**config.mk**
```make
export PLATFORM = sky130hd
export DESIGN_NAME = tm_monitor
export DESIGN_NICKNAME = d
export VERILOG_FILES = /design/src/inc/tm_pkg.sv /design/src/design/tm_monitor.sv
export SDC_FILE = /design/constraint.sdc
export NUM_CORES = 1
export LEC_CHECK = 0
export ABC_AREA = 1
export BUFFER_PORTS_ARGS = -buffer_cell sky130_fd_sc_hd__buf_2
export CAP_MARGIN = 10
export CORE_MARGIN = 2
export CORE_UTILIZATION = 40
export CTS_BUF_LIST = sky130_fd_sc_hd__clkbuf_8
export DETAILED_ROUTE_END_ITERATION = 8
export PLACE_DENSITY_LB_ADDON = 0.1
export REMOVE_ABC_BUFFERS = 1
export SLEW_MARGIN = 10
export SYNTH_ARGS = -nofsm -noshare
export SYNTH_HDL_FRONTEND = slang
export SYNTH_SLANG_ARGS = --single-unit
```
**constraint.sdc**
```tcl
create_clock -name clock -period 4 [get_ports clock]
set_input_delay 0.4 -clock clock [delete_from_list [all_inputs] [get_ports clock]]
set_output_delay 0.4 -clock clock [all_outputs]
set_load 0.005 [all_outputs]
```
**src/inc/tm_pkg.sv**
```systemverilog
// Functional notes
// - busy bit 7 reads 1 during a conversion, never drives either pin
// - status bit 6 sets when inner reading exceeds upper bound, asserts alert
// - status bit 5 sets in interrupt mode when inner reading at or below lower bound, asserts alert
// - status bit 4 sets when outer reading exceeds upper bound, asserts alert
// - status bit 3 sets in interrupt mode when outer reading at or below lower bound, asserts alert
// - status bit 2 sets on outer diode fault in interrupt mode, asserts alert
// - status bit 1 sets on outer critical, drives critical pin, clears on release
// - status bit 0 sets on inner critical, drives critical pin, clears on release
// - status bits 6..2 stay set until read, unless alert acts as critical output
// - pins assert only after programmed consecutive out-of-limit count is reached
// - setup bit 7 masks alert pin, flags still update, not in critical mode
// - setup bit 6 zero converts continuously, one selects standby, converting only on one-shot
// - setup bit 5 selects comparator alert and ignores mask; zero gives interrupt
// - setup bit 4 set disables series resistance correction on outer channel
// - setup bit 2 selects plain binary range or offset binary extended range
// - setup bit 1 disables adaptive averaging, limiting averaging to 1x
// - pace code doubles rate per step, 1/16 s at 0h to 64/s at Ah, reset 06h
// - pace register answers at 04h and 0Ah and paces measure and compare
// - low event at reading less or equal, high event only strictly above
// - mirrored limit registers behave identically at both addresses, 05h-08h and 0Bh-0Eh
// - in standby new limits act only at next conversion, one-shot or run
// - one-shot write in standby while idle starts one conversion; active ignores it
// - critical pin releases below limit minus hysteresis and cannot be masked
package tm_pkg;
    localparam logic [7:0] TM_ADDR_FLAGS = 8'h02;
    localparam logic [7:0] TM_ADDR_SETUP = 8'h03;
    localparam logic [7:0] TM_ADDR_PACE = 8'h04;
    localparam logic [7:0] TM_ADDR_IUB = 8'h05;
    localparam logic [7:0] TM_ADDR_ILB = 8'h06;
    localparam logic [7:0] TM_ADDR_OUB = 8'h07;
    localparam logic [7:0] TM_ADDR_OLB = 8'h08;
    localparam logic [7:0] TM_ADDR_SETUP_ALIAS = 8'h09;
    localparam logic [7:0] TM_ADDR_PACE_ALIAS = 8'h0a;
    localparam logic [7:0] TM_ADDR_IUB_ALIAS = 8'h0b;
    localparam logic [7:0] TM_ADDR_ILB_ALIAS = 8'h0c;
    localparam logic [7:0] TM_ADDR_OUB_ALIAS = 8'h0d;
    localparam logic [7:0] TM_ADDR_OLB_ALIAS = 8'h0e;
    localparam logic [7:0] TM_ADDR_ONE_SHOT = 8'h0f;
    localparam logic [7:0] TM_ADDR_OUB_FRAC = 8'h13;
    localparam logic [7:0] TM_ADDR_OLB_FRAC = 8'h14;

    localparam int TM_FLAG_BUSY = 7;
    localparam int TM_FLAG_IHI = 6;
    localparam int TM_FLAG_ILO = 5;
    localparam int TM_FLAG_EHI = 4;
    localparam int TM_FLAG_ELO = 3;
    localparam int TM_FLAG_FAULT = 2;
    localparam int TM_FLAG_ECRIT = 1;
    localparam int TM_FLAG_ICRIT = 0;

    localparam int TM_SETUP_MASK_ALL = 7;
    localparam int TM_SETUP_STANDBY = 6;
    localparam int TM_SETUP_COMP = 5;
    localparam int TM_SETUP_FIX_OFF = 4;
    localparam int TM_SETUP_RANGE = 2;
    localparam int TM_SETUP_AVG_OFF = 1;
    localparam logic [7:0] TM_SETUP_WMASK = 8'hf6;
    localparam logic [7:0] TM_FRAC_WMASK = 8'he0;

    localparam logic [7:0] TM_RST_SETUP = 8'h00;
    localparam logic [3:0] TM_RST_PACE = 4'h6;
    localparam logic [7:0] TM_RST_UB = 8'h55;
    localparam logic [7:0] TM_RST_LB = 8'h00;
    localparam logic [2:0] TM_RST_FRAC = 3'h0;
    localparam logic [3:0] TM_PACE_MAX = 4'ha;

    // conversion period at the fastest code; slower codes double it per step
    localparam int TM_CLK_NS = 8;
    localparam int TM_FAST_PERIOD_NS = 15625000;
    localparam logic [31:0] TM_FAST_CYC = 32'(TM_FAST_PERIOD_NS / TM_CLK_NS);

    typedef struct packed {
        logic valid;
        logic [7:0] inner_temp;
        logic [7:0] outer_int;
        logic [2:0] outer_frac;
        logic outer_fault;
    } tm_sample_t;

    typedef struct packed {
        logic [7:0] inner_crit_limit;
        logic [7:0] outer_crit_limit;
        logic [7:0] crit_hyst;
        logic [2:0] alert_count;
        logic [2:0] crit_count;
    } tm_thresh_t;

    typedef struct packed {
        logic [7:0] setup;
        logic [3:0] pace;
        logic [7:0] iub;
        logic [7:0] ilb;
        logic [7:0] oub;
        logic [7:0] olb;
        logic [2:0] oub_frac;
        logic [2:0] olb_frac;
        logic [6:0] flags;
        logic busy;
        logic [31:0] timer;
        logic conv_start;
        logic [2:0] i_acnt;
        logic [2:0] e_acnt;
        logic [2:0] i_ccnt;
        logic [2:0] e_ccnt;
        logic i_cmp;
        logic e_cmp;
        logic i_crit;
        logic e_crit;
        logic [7:0] rdata;
        logic rvalid;
    } tm_state_t;
endpackage

```
**src/design/tm_monitor.sv**
```systemverilog
`timescale 1ns/100ps
module tm_monitor
    import tm_pkg::*;
#(
    parameter logic [31:0] FAST_CYC = TM_FAST_CYC
)
(
    input wire logic clock,
    input wire logic srst,
    input wire logic [7:0] reg_addr,
    input wire logic reg_wr_en,
    input wire logic reg_rd_en,
    input wire logic [7:0] reg_wdata,
    output logic [7:0] reg_rdata,
    output logic reg_rvalid,
    input wire tm_sample_t sample,
    input wire tm_thresh_t thresh,
    input wire logic alert_as_crit,
    output logic conv_start,
    output logic range_ext,
    output logic series_resistance_fix,
    output logic adaptive_averaging_off,
    output logic [3:0] sample_pace_code,
    output logic alert_pin_o,
    output logic alert_pin_oe,
    output logic crit_pin_o,
    output logic crit_pin_oe
);
    tm_state_t state_reg;
    tm_state_t state_next;

    logic [3:0] pace_eff;
    logic [3:0] pace_shift;
    logic [31:0] period;
    logic wr_any;
    logic rd_flags;
    logic start_req;
    logic [10:0] outer_t;
    logic [10:0] oub_full;
    logic [10:0] olb_full;
    logic ihi;
    logic ilo;
    logic ehi;
    logic elo;
    logic i_err;
    logic e_err;
    logic i_over;
    logic e_over;
    logic [2:0] i_n;
    logic [2:0] e_n;
    logic [4:0] cond_now;
    logic [6:2] set_bits;
    logic [6:2] clr_bits;
    logic [7:0] rd_mux;

    // codes above Ah run at the fastest rate
    assign pace_eff = (state_reg.pace > TM_PACE_MAX) ? TM_PACE_MAX : state_reg.pace;
    assign pace_shift = TM_PACE_MAX - pace_eff;
    assign period = FAST_CYC << pace_shift;

    // integer byte joined with three fraction bits
    assign outer_t = {sample.outer_int, sample.outer_frac};
    assign oub_full = {state_reg.oub, state_reg.oub_frac};
    assign olb_full = {state_reg.olb, state_reg.olb_frac};

    assign ihi = sample.inner_temp > state_reg.iub;
    assign ilo = sample.inner_temp <= state_reg.ilb;
    assign ehi = outer_t > oub_full;
    assign elo = outer_t <= olb_full;
    assign i_err = ihi | ilo;
    assign e_err = ehi | elo | sample.outer_fault;
    assign i_over = sample.inner_temp > thresh.inner_crit_limit;
    assign e_over = sample.outer_int > thresh.outer_crit_limit;
    assign i_n = state_reg.i_acnt + 3'h1;
    assign e_n = state_reg.e_acnt + 3'h1;
    assign cond_now = {ihi, ilo, ehi, elo, sample.outer_fault};

    always_comb
    begin
        case (reg_addr)
            // busy in bit 7 over the sticky flags
            TM_ADDR_FLAGS: rd_mux = {state_reg.busy, state_reg.flags};
            TM_ADDR_SETUP, TM_ADDR_SETUP_ALIAS: rd_mux = state_reg.setup;
            TM_ADDR_PACE, TM_ADDR_PACE_ALIAS: rd_mux = {4'h0, state_reg.pace};
            TM_ADDR_IUB, TM_ADDR_IUB_ALIAS: rd_mux = state_reg.iub;
            TM_ADDR_ILB, TM_ADDR_ILB_ALIAS: rd_mux = state_reg.ilb;
            TM_ADDR_OUB, TM_ADDR_OUB_ALIAS: rd_mux = state_reg.oub;
            TM_ADDR_OLB, TM_ADDR_OLB_ALIAS: rd_mux = state_reg.olb;
            TM_ADDR_OUB_FRAC: rd_mux = {state_reg.oub_frac, 5'h00};
            TM_ADDR_OLB_FRAC: rd_mux = {state_reg.olb_frac, 5'h00};
            default: rd_mux = 8'h00;
        endcase
    end

    always_comb
    begin
        state_next = state_reg;
        state_next.conv_start = 1'b0;
        state_next.rvalid = reg_rd_en;
        set_bits = 5'h00;
        clr_bits = 5'h00;
        wr_any = reg_wr_en;
        rd_flags = reg_rd_en && (reg_addr == TM_ADDR_FLAGS);
        start_req = 1'b0;

        if (reg_rd_en)
        begin
            state_next.rdata = rd_mux;
        end

        // reading clears the sticky flags unless alert is a critical output
        if (rd_flags && !alert_as_crit)
        begin
            clr_bits = 5'h1f;
        end

        if (wr_any)
        begin
            case (reg_addr)
                TM_ADDR_SETUP, TM_ADDR_SETUP_ALIAS:
                begin
                    state_next.setup = reg_wdata & TM_SETUP_WMASK;
                    // leaving standby starts a conversion at once
                    if (state_reg.setup[TM_SETUP_STANDBY] && !reg_wdata[TM_SETUP_STANDBY]
                        && !state_reg.busy)
                    begin
                        start_req = 1'b1;
                    end
                end
                TM_ADDR_PACE, TM_ADDR_PACE_ALIAS: state_next.pace = reg_wdata[3:0];
                TM_ADDR_IUB, TM_ADDR_IUB_ALIAS: state_next.iub = reg_wdata;
                TM_ADDR_ILB, TM_ADDR_ILB_ALIAS: state_next.ilb = reg_wdata;
                TM_ADDR_OUB, TM_ADDR_OUB_ALIAS: state_next.oub = reg_wdata;
                TM_ADDR_OLB, TM_ADDR_OLB_ALIAS: state_next.olb = reg_wdata;
                TM_ADDR_OUB_FRAC: state_next.oub_frac = reg_wdata[7:5];
                TM_ADDR_OLB_FRAC: state_next.olb_frac = reg_wdata[7:5];
                TM_ADDR_ONE_SHOT:
                begin
                    // one-shot only in standby with no conversion running
                    if (state_reg.setup[TM_SETUP_STANDBY] && !state_reg.busy)
                    begin
                        start_req = 1'b1;
                    end
                end
                default:
                begin
                end
            endcase
        end

        // pace timer runs only in active mode
        if (state_reg.setup[TM_SETUP_STANDBY])
        begin
            state_next.timer = 32'h0;
        end
        else if (state_reg.timer >= period - 32'h1)
        begin
            state_next.timer = 32'h0;
            // a conversion still running swallows this tick
            if (!state_reg.busy)
            begin
                start_req = 1'b1;
            end
        end
        else
        begin
            state_next.timer = state_reg.timer + 32'h1;
        end

        if (start_req)
        begin
            state_next.conv_start = 1'b1;
            state_next.busy = 1'b1;
        end

        // limits are only consulted when a result arrives
        if (sample.valid)
        begin
            state_next.busy = 1'b0;
            if (state_reg.setup[TM_SETUP_COMP])
            begin
                // comparator mode counts only high excursions and holds
                if (ihi)
                begin
                    if (i_n >= thresh.alert_count)
                    begin
                        state_next.i_cmp = 1'b1;
                        set_bits[TM_FLAG_IHI] = 1'b1;
                    end
                    else
                    begin
                        state_next.i_acnt = i_n;
                    end
                end
                else if (!state_reg.i_cmp ||
                         ({1'b0, sample.inner_temp} + {1'b0, thresh.crit_hyst}
                          < {1'b0, state_reg.iub}))
                begin
                    state_next.i_cmp = 1'b0;
                    state_next.i_acnt = 3'h0;
                end
                if (ehi)
                begin
                    if (e_n >= thresh.alert_count)
                    begin
                        state_next.e_cmp = 1'b1;
                        set_bits[TM_FLAG_EHI] = 1'b1;
                    end
                    else
                    begin
                        state_next.e_acnt = e_n;
                    end
                end
                else if (!state_reg.e_cmp ||
                         ({1'b0, outer_t} + {1'b0, thresh.crit_hyst, 3'h0}
                          < {1'b0, oub_full}))
                begin
                    state_next.e_cmp = 1'b0;
                    state_next.e_acnt = 3'h0;
                end
            end
            else
            begin
                state_next.i_cmp = 1'b0;
                state_next.e_cmp = 1'b0;
                // flags latch only when the consecutive count is reached
                if (i_err)
                begin
                    if (i_n >= thresh.alert_count)
                    begin
                        set_bits[TM_FLAG_IHI] = ihi;
                        // inner at or under lower bound
                        set_bits[TM_FLAG_ILO] = ilo;
                        state_next.i_acnt = 3'h0;
                    end
                    else
                    begin
                        state_next.i_acnt = i_n;
                    end
                end
                else
                begin
                    state_next.i_acnt = 3'h0;
                end
                if (e_err)
                begin
                    if (e_n >= thresh.alert_count)
                    begin
                        set_bits[TM_FLAG_EHI] = ehi;
                        // outer at or under lower bound
                        set_bits[TM_FLAG_ELO] = elo;
                        set_bits[TM_FLAG_FAULT] = sample.outer_fault;
                        state_next.e_acnt = 3'h0;
                    end
                    else
                    begin
                        state_next.e_acnt = e_n;
                    end
                end
                else
                begin
                    state_next.e_acnt = 3'h0;
                end
            end

            // inner critical releases below limit minus hysteresis
            if (state_reg.i_crit)
            begin
                if ({1'b0, sample.inner_temp} + {1'b0, thresh.crit_hyst}
                    < {1'b0, thresh.inner_crit_limit})
                begin
                    state_next.i_crit = 1'b0;
                    state_next.i_ccnt = 3'h0;
                end
            end
            else if (i_over)
            begin
                if (state_reg.i_ccnt + 3'h1 >= thresh.crit_count)
                begin
                    state_next.i_crit = 1'b1;
                    state_next.i_ccnt = 3'h0;
                end
                else
                begin
                    state_next.i_ccnt = state_reg.i_ccnt + 3'h1;
                end
            end
            else
            begin
                state_next.i_ccnt = 3'h0;
            end

            // outer critical releases below limit minus hysteresis
            if (state_reg.e_crit)
            begin
                if ({1'b0, sample.outer_int} + {1'b0, thresh.crit_hyst}
                    < {1'b0, thresh.outer_crit_limit})
                begin
                    state_next.e_crit = 1'b0;
                    state_next.e_ccnt = 3'h0;
                end
            end
            else if (e_over)
            begin
                if (state_reg.e_ccnt + 3'h1 >= thresh.crit_count)
                begin
                    state_next.e_crit = 1'b1;
                    state_next.e_ccnt = 3'h0;
                end
                else
                begin
                    state_next.e_ccnt = state_reg.e_ccnt + 3'h1;
                end
            end
            else
            begin
                state_next.e_ccnt = 3'h0;
            end

            // as critical output the flags follow each conversion
            if (alert_as_crit)
            begin
                clr_bits = 5'h1f;
                set_bits = cond_now;
            end
        end

        // a new event wins over a read-clear in the same cycle
        state_next.flags[6:2] = (state_reg.flags[6:2] & ~clr_bits) | set_bits;
        // outer critical bit tracks the pin state
        state_next.flags[TM_FLAG_ECRIT] = state_next.e_crit;
        // inner critical bit tracks the pin state
        state_next.flags[TM_FLAG_ICRIT] = state_next.i_crit;
    end

    always_ff @(posedge clock)
    begin
        if (srst)
        begin
            state_reg <= '0;
            state_reg.setup <= TM_RST_SETUP;
            state_reg.pace <= TM_RST_PACE;
            state_reg.iub <= TM_RST_UB;
            state_reg.ilb <= TM_RST_LB;
            state_reg.oub <= TM_RST_UB;
            state_reg.olb <= TM_RST_LB;
            state_reg.oub_frac <= TM_RST_FRAC;
            state_reg.olb_frac <= TM_RST_FRAC;
        end
        else
        begin
            state_reg <= state_next;
        end
    end

    assign reg_rdata = state_reg.rdata;
    assign reg_rvalid = state_reg.rvalid;
    assign conv_start = state_reg.conv_start;
    // range select passed to the converter
    assign range_ext = state_reg.setup[TM_SETUP_RANGE];
    // correction active while the disable bit is clear
    assign series_resistance_fix = ~state_reg.setup[TM_SETUP_FIX_OFF];
    assign adaptive_averaging_off = state_reg.setup[TM_SETUP_AVG_OFF];
    assign sample_pace_code = state_reg.pace;

    // open drain: only ever pulls low
    assign alert_pin_o = 1'b0;
    assign crit_pin_o = 1'b0;
    // mask applies only in interrupt mode and not as critical output
    assign alert_pin_oe = alert_as_crit ? (state_reg.i_crit | state_reg.e_crit)
                        : state_reg.setup[TM_SETUP_COMP] ? (state_reg.i_cmp | state_reg.e_cmp)
                        : (|state_reg.flags[6:2]) & ~state_reg.setup[TM_SETUP_MASK_ALL];
    assign crit_pin_oe = state_reg.i_crit | state_reg.e_crit;
endmodule

```
==> results.sh <==
export IMPL_synth_edf_count=0
export IMPL_num_antenna_cells=0
export IMPL_synthDistinctLibCells=50
export IMPL_dr_first_iter_drc_count=506
export IMPL_design_area_um2=10800
export IMPL_nets=1734
export IMPL_grt_total_usage=0.223
export IMPL_arrival_ps=4000
export IMPL_clkLatencyLatePin_ps=400
export IMPL_finalWorstSetupSlack_ps=330
export IMPL_num_vias=9223
export IMPL_ir_worst_vdd_mv=0.205
export IMPL_ys_warn_count=0
export IMPL_cts_buffers=9
export IMPL_dieArea_um2=25600
export IMPL_synthToLayoutAreaGrowth_pct=11.3
export IMPL_wirelength_um=28500
export IMPL_cts_htree_levels=3
export IMPL_critPathLaunchType="flip-flop"
export IMPL_gp_congestion=0.913
export IMPL_worst_pin_slew_ps=830
export IMPL_cpMostUsedCell="inv_1"
export IMPL_cts_tree="yes"
export IMPL_io_pin_count=93
export IMPL_setup_viol=0
export IMPL_clock_path_buffers=2
export IMPL_hp_class="input port to flip-flop"
export IMPL_synthFlopType="dfxtp_1"
export IMPL_start_util=0.404
export IMPL_status="finished, final reports clean"
export IMPL_finClkSkew_ps=14.0
export IMPL_core_area_um2=24100
export IMPL_firstDrtPassIters=7
export IMPL_via_per_inst=5.02
export IMPL_synth_top_cell_by_area="dfxtp_1"
export IMPL_gr_total_overflow=0
export IMPL_grt_pass1_vias=8783
export IMPL_synth_area_per_cell_um2=6.82
export IMPL_cp_end_kind="flip-flop"
export IMPL_postRouteAntennaNets=0
export IMPL_ys_seq_area_frac=0.230
export IMPL_max_cap_violations=0
export IMPL_place_hpwl_um=23100
export IMPL_synth_seq_cells=112
export IMPL_cp_required_ps=4330
export IMPL_crit_slowest_cell="dfxtp_1"
export IMPL_grt_pass1_wl_um=45400
export IMPL_dpl_worst_slack_ps=98.0
export IMPL_timing_fmax_mhz=273
export IMPL_ctsHoldBuffers=0
export IMPL_dpl_cell_area_um2=10500
export IMPL_critPathMaxStageDelay_ps=340
export IMPL_final_max_slew_viol_count=0
export IMPL_relSlewSlack=0.444
export IMPL_netlist_area_um2=9730
export IMPL_p_per_area_nw_per_um2=246
export IMPL_async_flop_share=0
export IMPL_synthCells=1427
export IMPL_die_y_um=160
export IMPL_fillers=2663
export IMPL_post_drt_wl_per_cell_um=15.5
export IMPL_worstPathMaxFanout=8
export IMPL_drcViolationCount=0
export IMPL_ctsRootBufferMaster="clkbuf_8"
export IMPL_total_power_mw=2.67
export IMPL_post_route_period_util=0.917
export IMPL_die_w_um=160
export IMPL_fin_crit_ps=3670
export IMPL_p_leak_nw=5.17
export IMPL_path_buf_inv=10
export IMPL_clkTransAtPathRegs_ps=110
export IMPL_grt_max_degree=46
export IMPL_grt_antenna_before_repair=0
export IMPL_final_layout_size_suffix_gt1_frac=0.122
export IMPL_synth_top_area_frac=0.230
export IMPL_holdWs_ps=285
export IMPL_largest_reg_flops=74
export IMPL_synth_area_leaders="dfxtp_1 23%, ha_1 20%, nand2_1 12%"
export IMPL_rows=57
export IMPL_path_class="flip-flop to flip-flop"
export IMPL_crit_family="simple AND/OR/NAND/NOR gates"
export IMPL_finalHoldViolCount=0
export IMPL_clock_sinks=112
export IMPL_port_buffers=90
==> synthesized netlist by cell type, drive strengths merged, types with 5 or more instances <==
cell,count
a211oi,5
xnor2,13
dfxtp,112
nor4,5
buf,24
o21ai,76
a21oi,144
o211ai,17
ha,153
nand2,312
nor3,29
or2,7
nor2,143
xor2,20
nand4,32
clkbuf,13
nand3b,5
nor3b,7
inv,210
o2111ai,8
nand3,53
o22ai,13
==> per-stage QoR <==
step / utilization / cells / TNS (ps)
6_report: 0.449 / 1836 / 0
5_1_grt: 0.449 / 1836 / -80.6
4_1_cts: 0.443 / 1830 / 0
3_5_place_dp: 0.434 / 1814 / 0
3_3_place_gp: 0.434 / 1814 / 0
2_1_floorplan: - / 1391 / -5690
==> cell type report <==
class | count | area [um2] | share of cell area
Clock buffer | 9 | 124 | 0.0114
Inverter | 212 | 798 | 0.0737
Timing Repair Buffer | 105 | 611 | 0.0564
Sequential cell | 112 | 2240 | 0.207
Tap cell | 324 | 405 | 0.0374
Multi-Input combinational cell | 1067 | 6540 | 0.604
Clock inverter | 7 | 111 | 0.0103
==> tightest hold or removal path: stages <==
cell     delay [ps]
buf_2           120
nand2_1          70
a21oi_1          60
==> routing by layer <==
metal | routed length (um) | share of wire | global-route usage
met3 | 1020 | 0.036 | 0.0301
met5 | 0 | 0 | 0
met1 | 12800 | 0.45 | 0.281
met4 | 470 | 0.016 | 0.0442
met2 | 14300 | 0.50 | 0.408
==> layout by cell type, fill, tap and decap left out, drive strengths merged, types with 3 or more instances in the layout <==
cell,Yosys,layout
nor3b,7,7
o2111ai,8,8
o22ai,13,13
nand3,53,53
o21ai,76,76
o21bai,3,3
clkinv,2,4
nor2,143,143
buf,24,103
a21oi,144,144
o211ai,17,17
ha,153,153
nand2,312,312
bufinv,0,3
a22oi,4,4
dfxtp,112,112
xor2,20,20
xnor2,13,13
a31oi,4,4
nand3b,5,5
o21a,4,4
clkbuf,13,11
inv,210,211
or2,7,7
nand4,32,32
a211oi,5,5
nor4,5,5
nor3,29,29
==> cell families after synthesis <==
kind of cell | after synthesis | share of synthesized area
AOI/OAI and AO/OA | 284 | 0.162
xor gates and xnor gates | 33 | 0.0297
adders and majority gates | 155 | 0.201
buffers and inverters | 249 | 0.104
DFF | 112 | 0.230
other | 1 | 0.000385
and+or+nand+nor | 593 | 0.272
==> power by group <==
part           internal, mW  switching, mW
sequential             1.14         0.0199
combinational         0.262          0.420
clock                 0.412          0.416
==> timing repair <==
action | in CTS | in global routing
endpoints found under the setup margin | 0 | 34
resized for setup | 0 | 18
buffers inserted | 0 | 4
==> final timing paths <==
check,slack (ps),start,end,cells after the start
hold reg to reg,470,state_reg[12],state_reg[12],2
hold / removal,280,sample[0],state_reg[61],3
setup reg to reg,330,sample_pace_code[3],state_reg[35],30
setup / recovery,330,sample_pace_code[3],state_reg[35],30
Note: power is estimated with default switching activity, not from simulation.
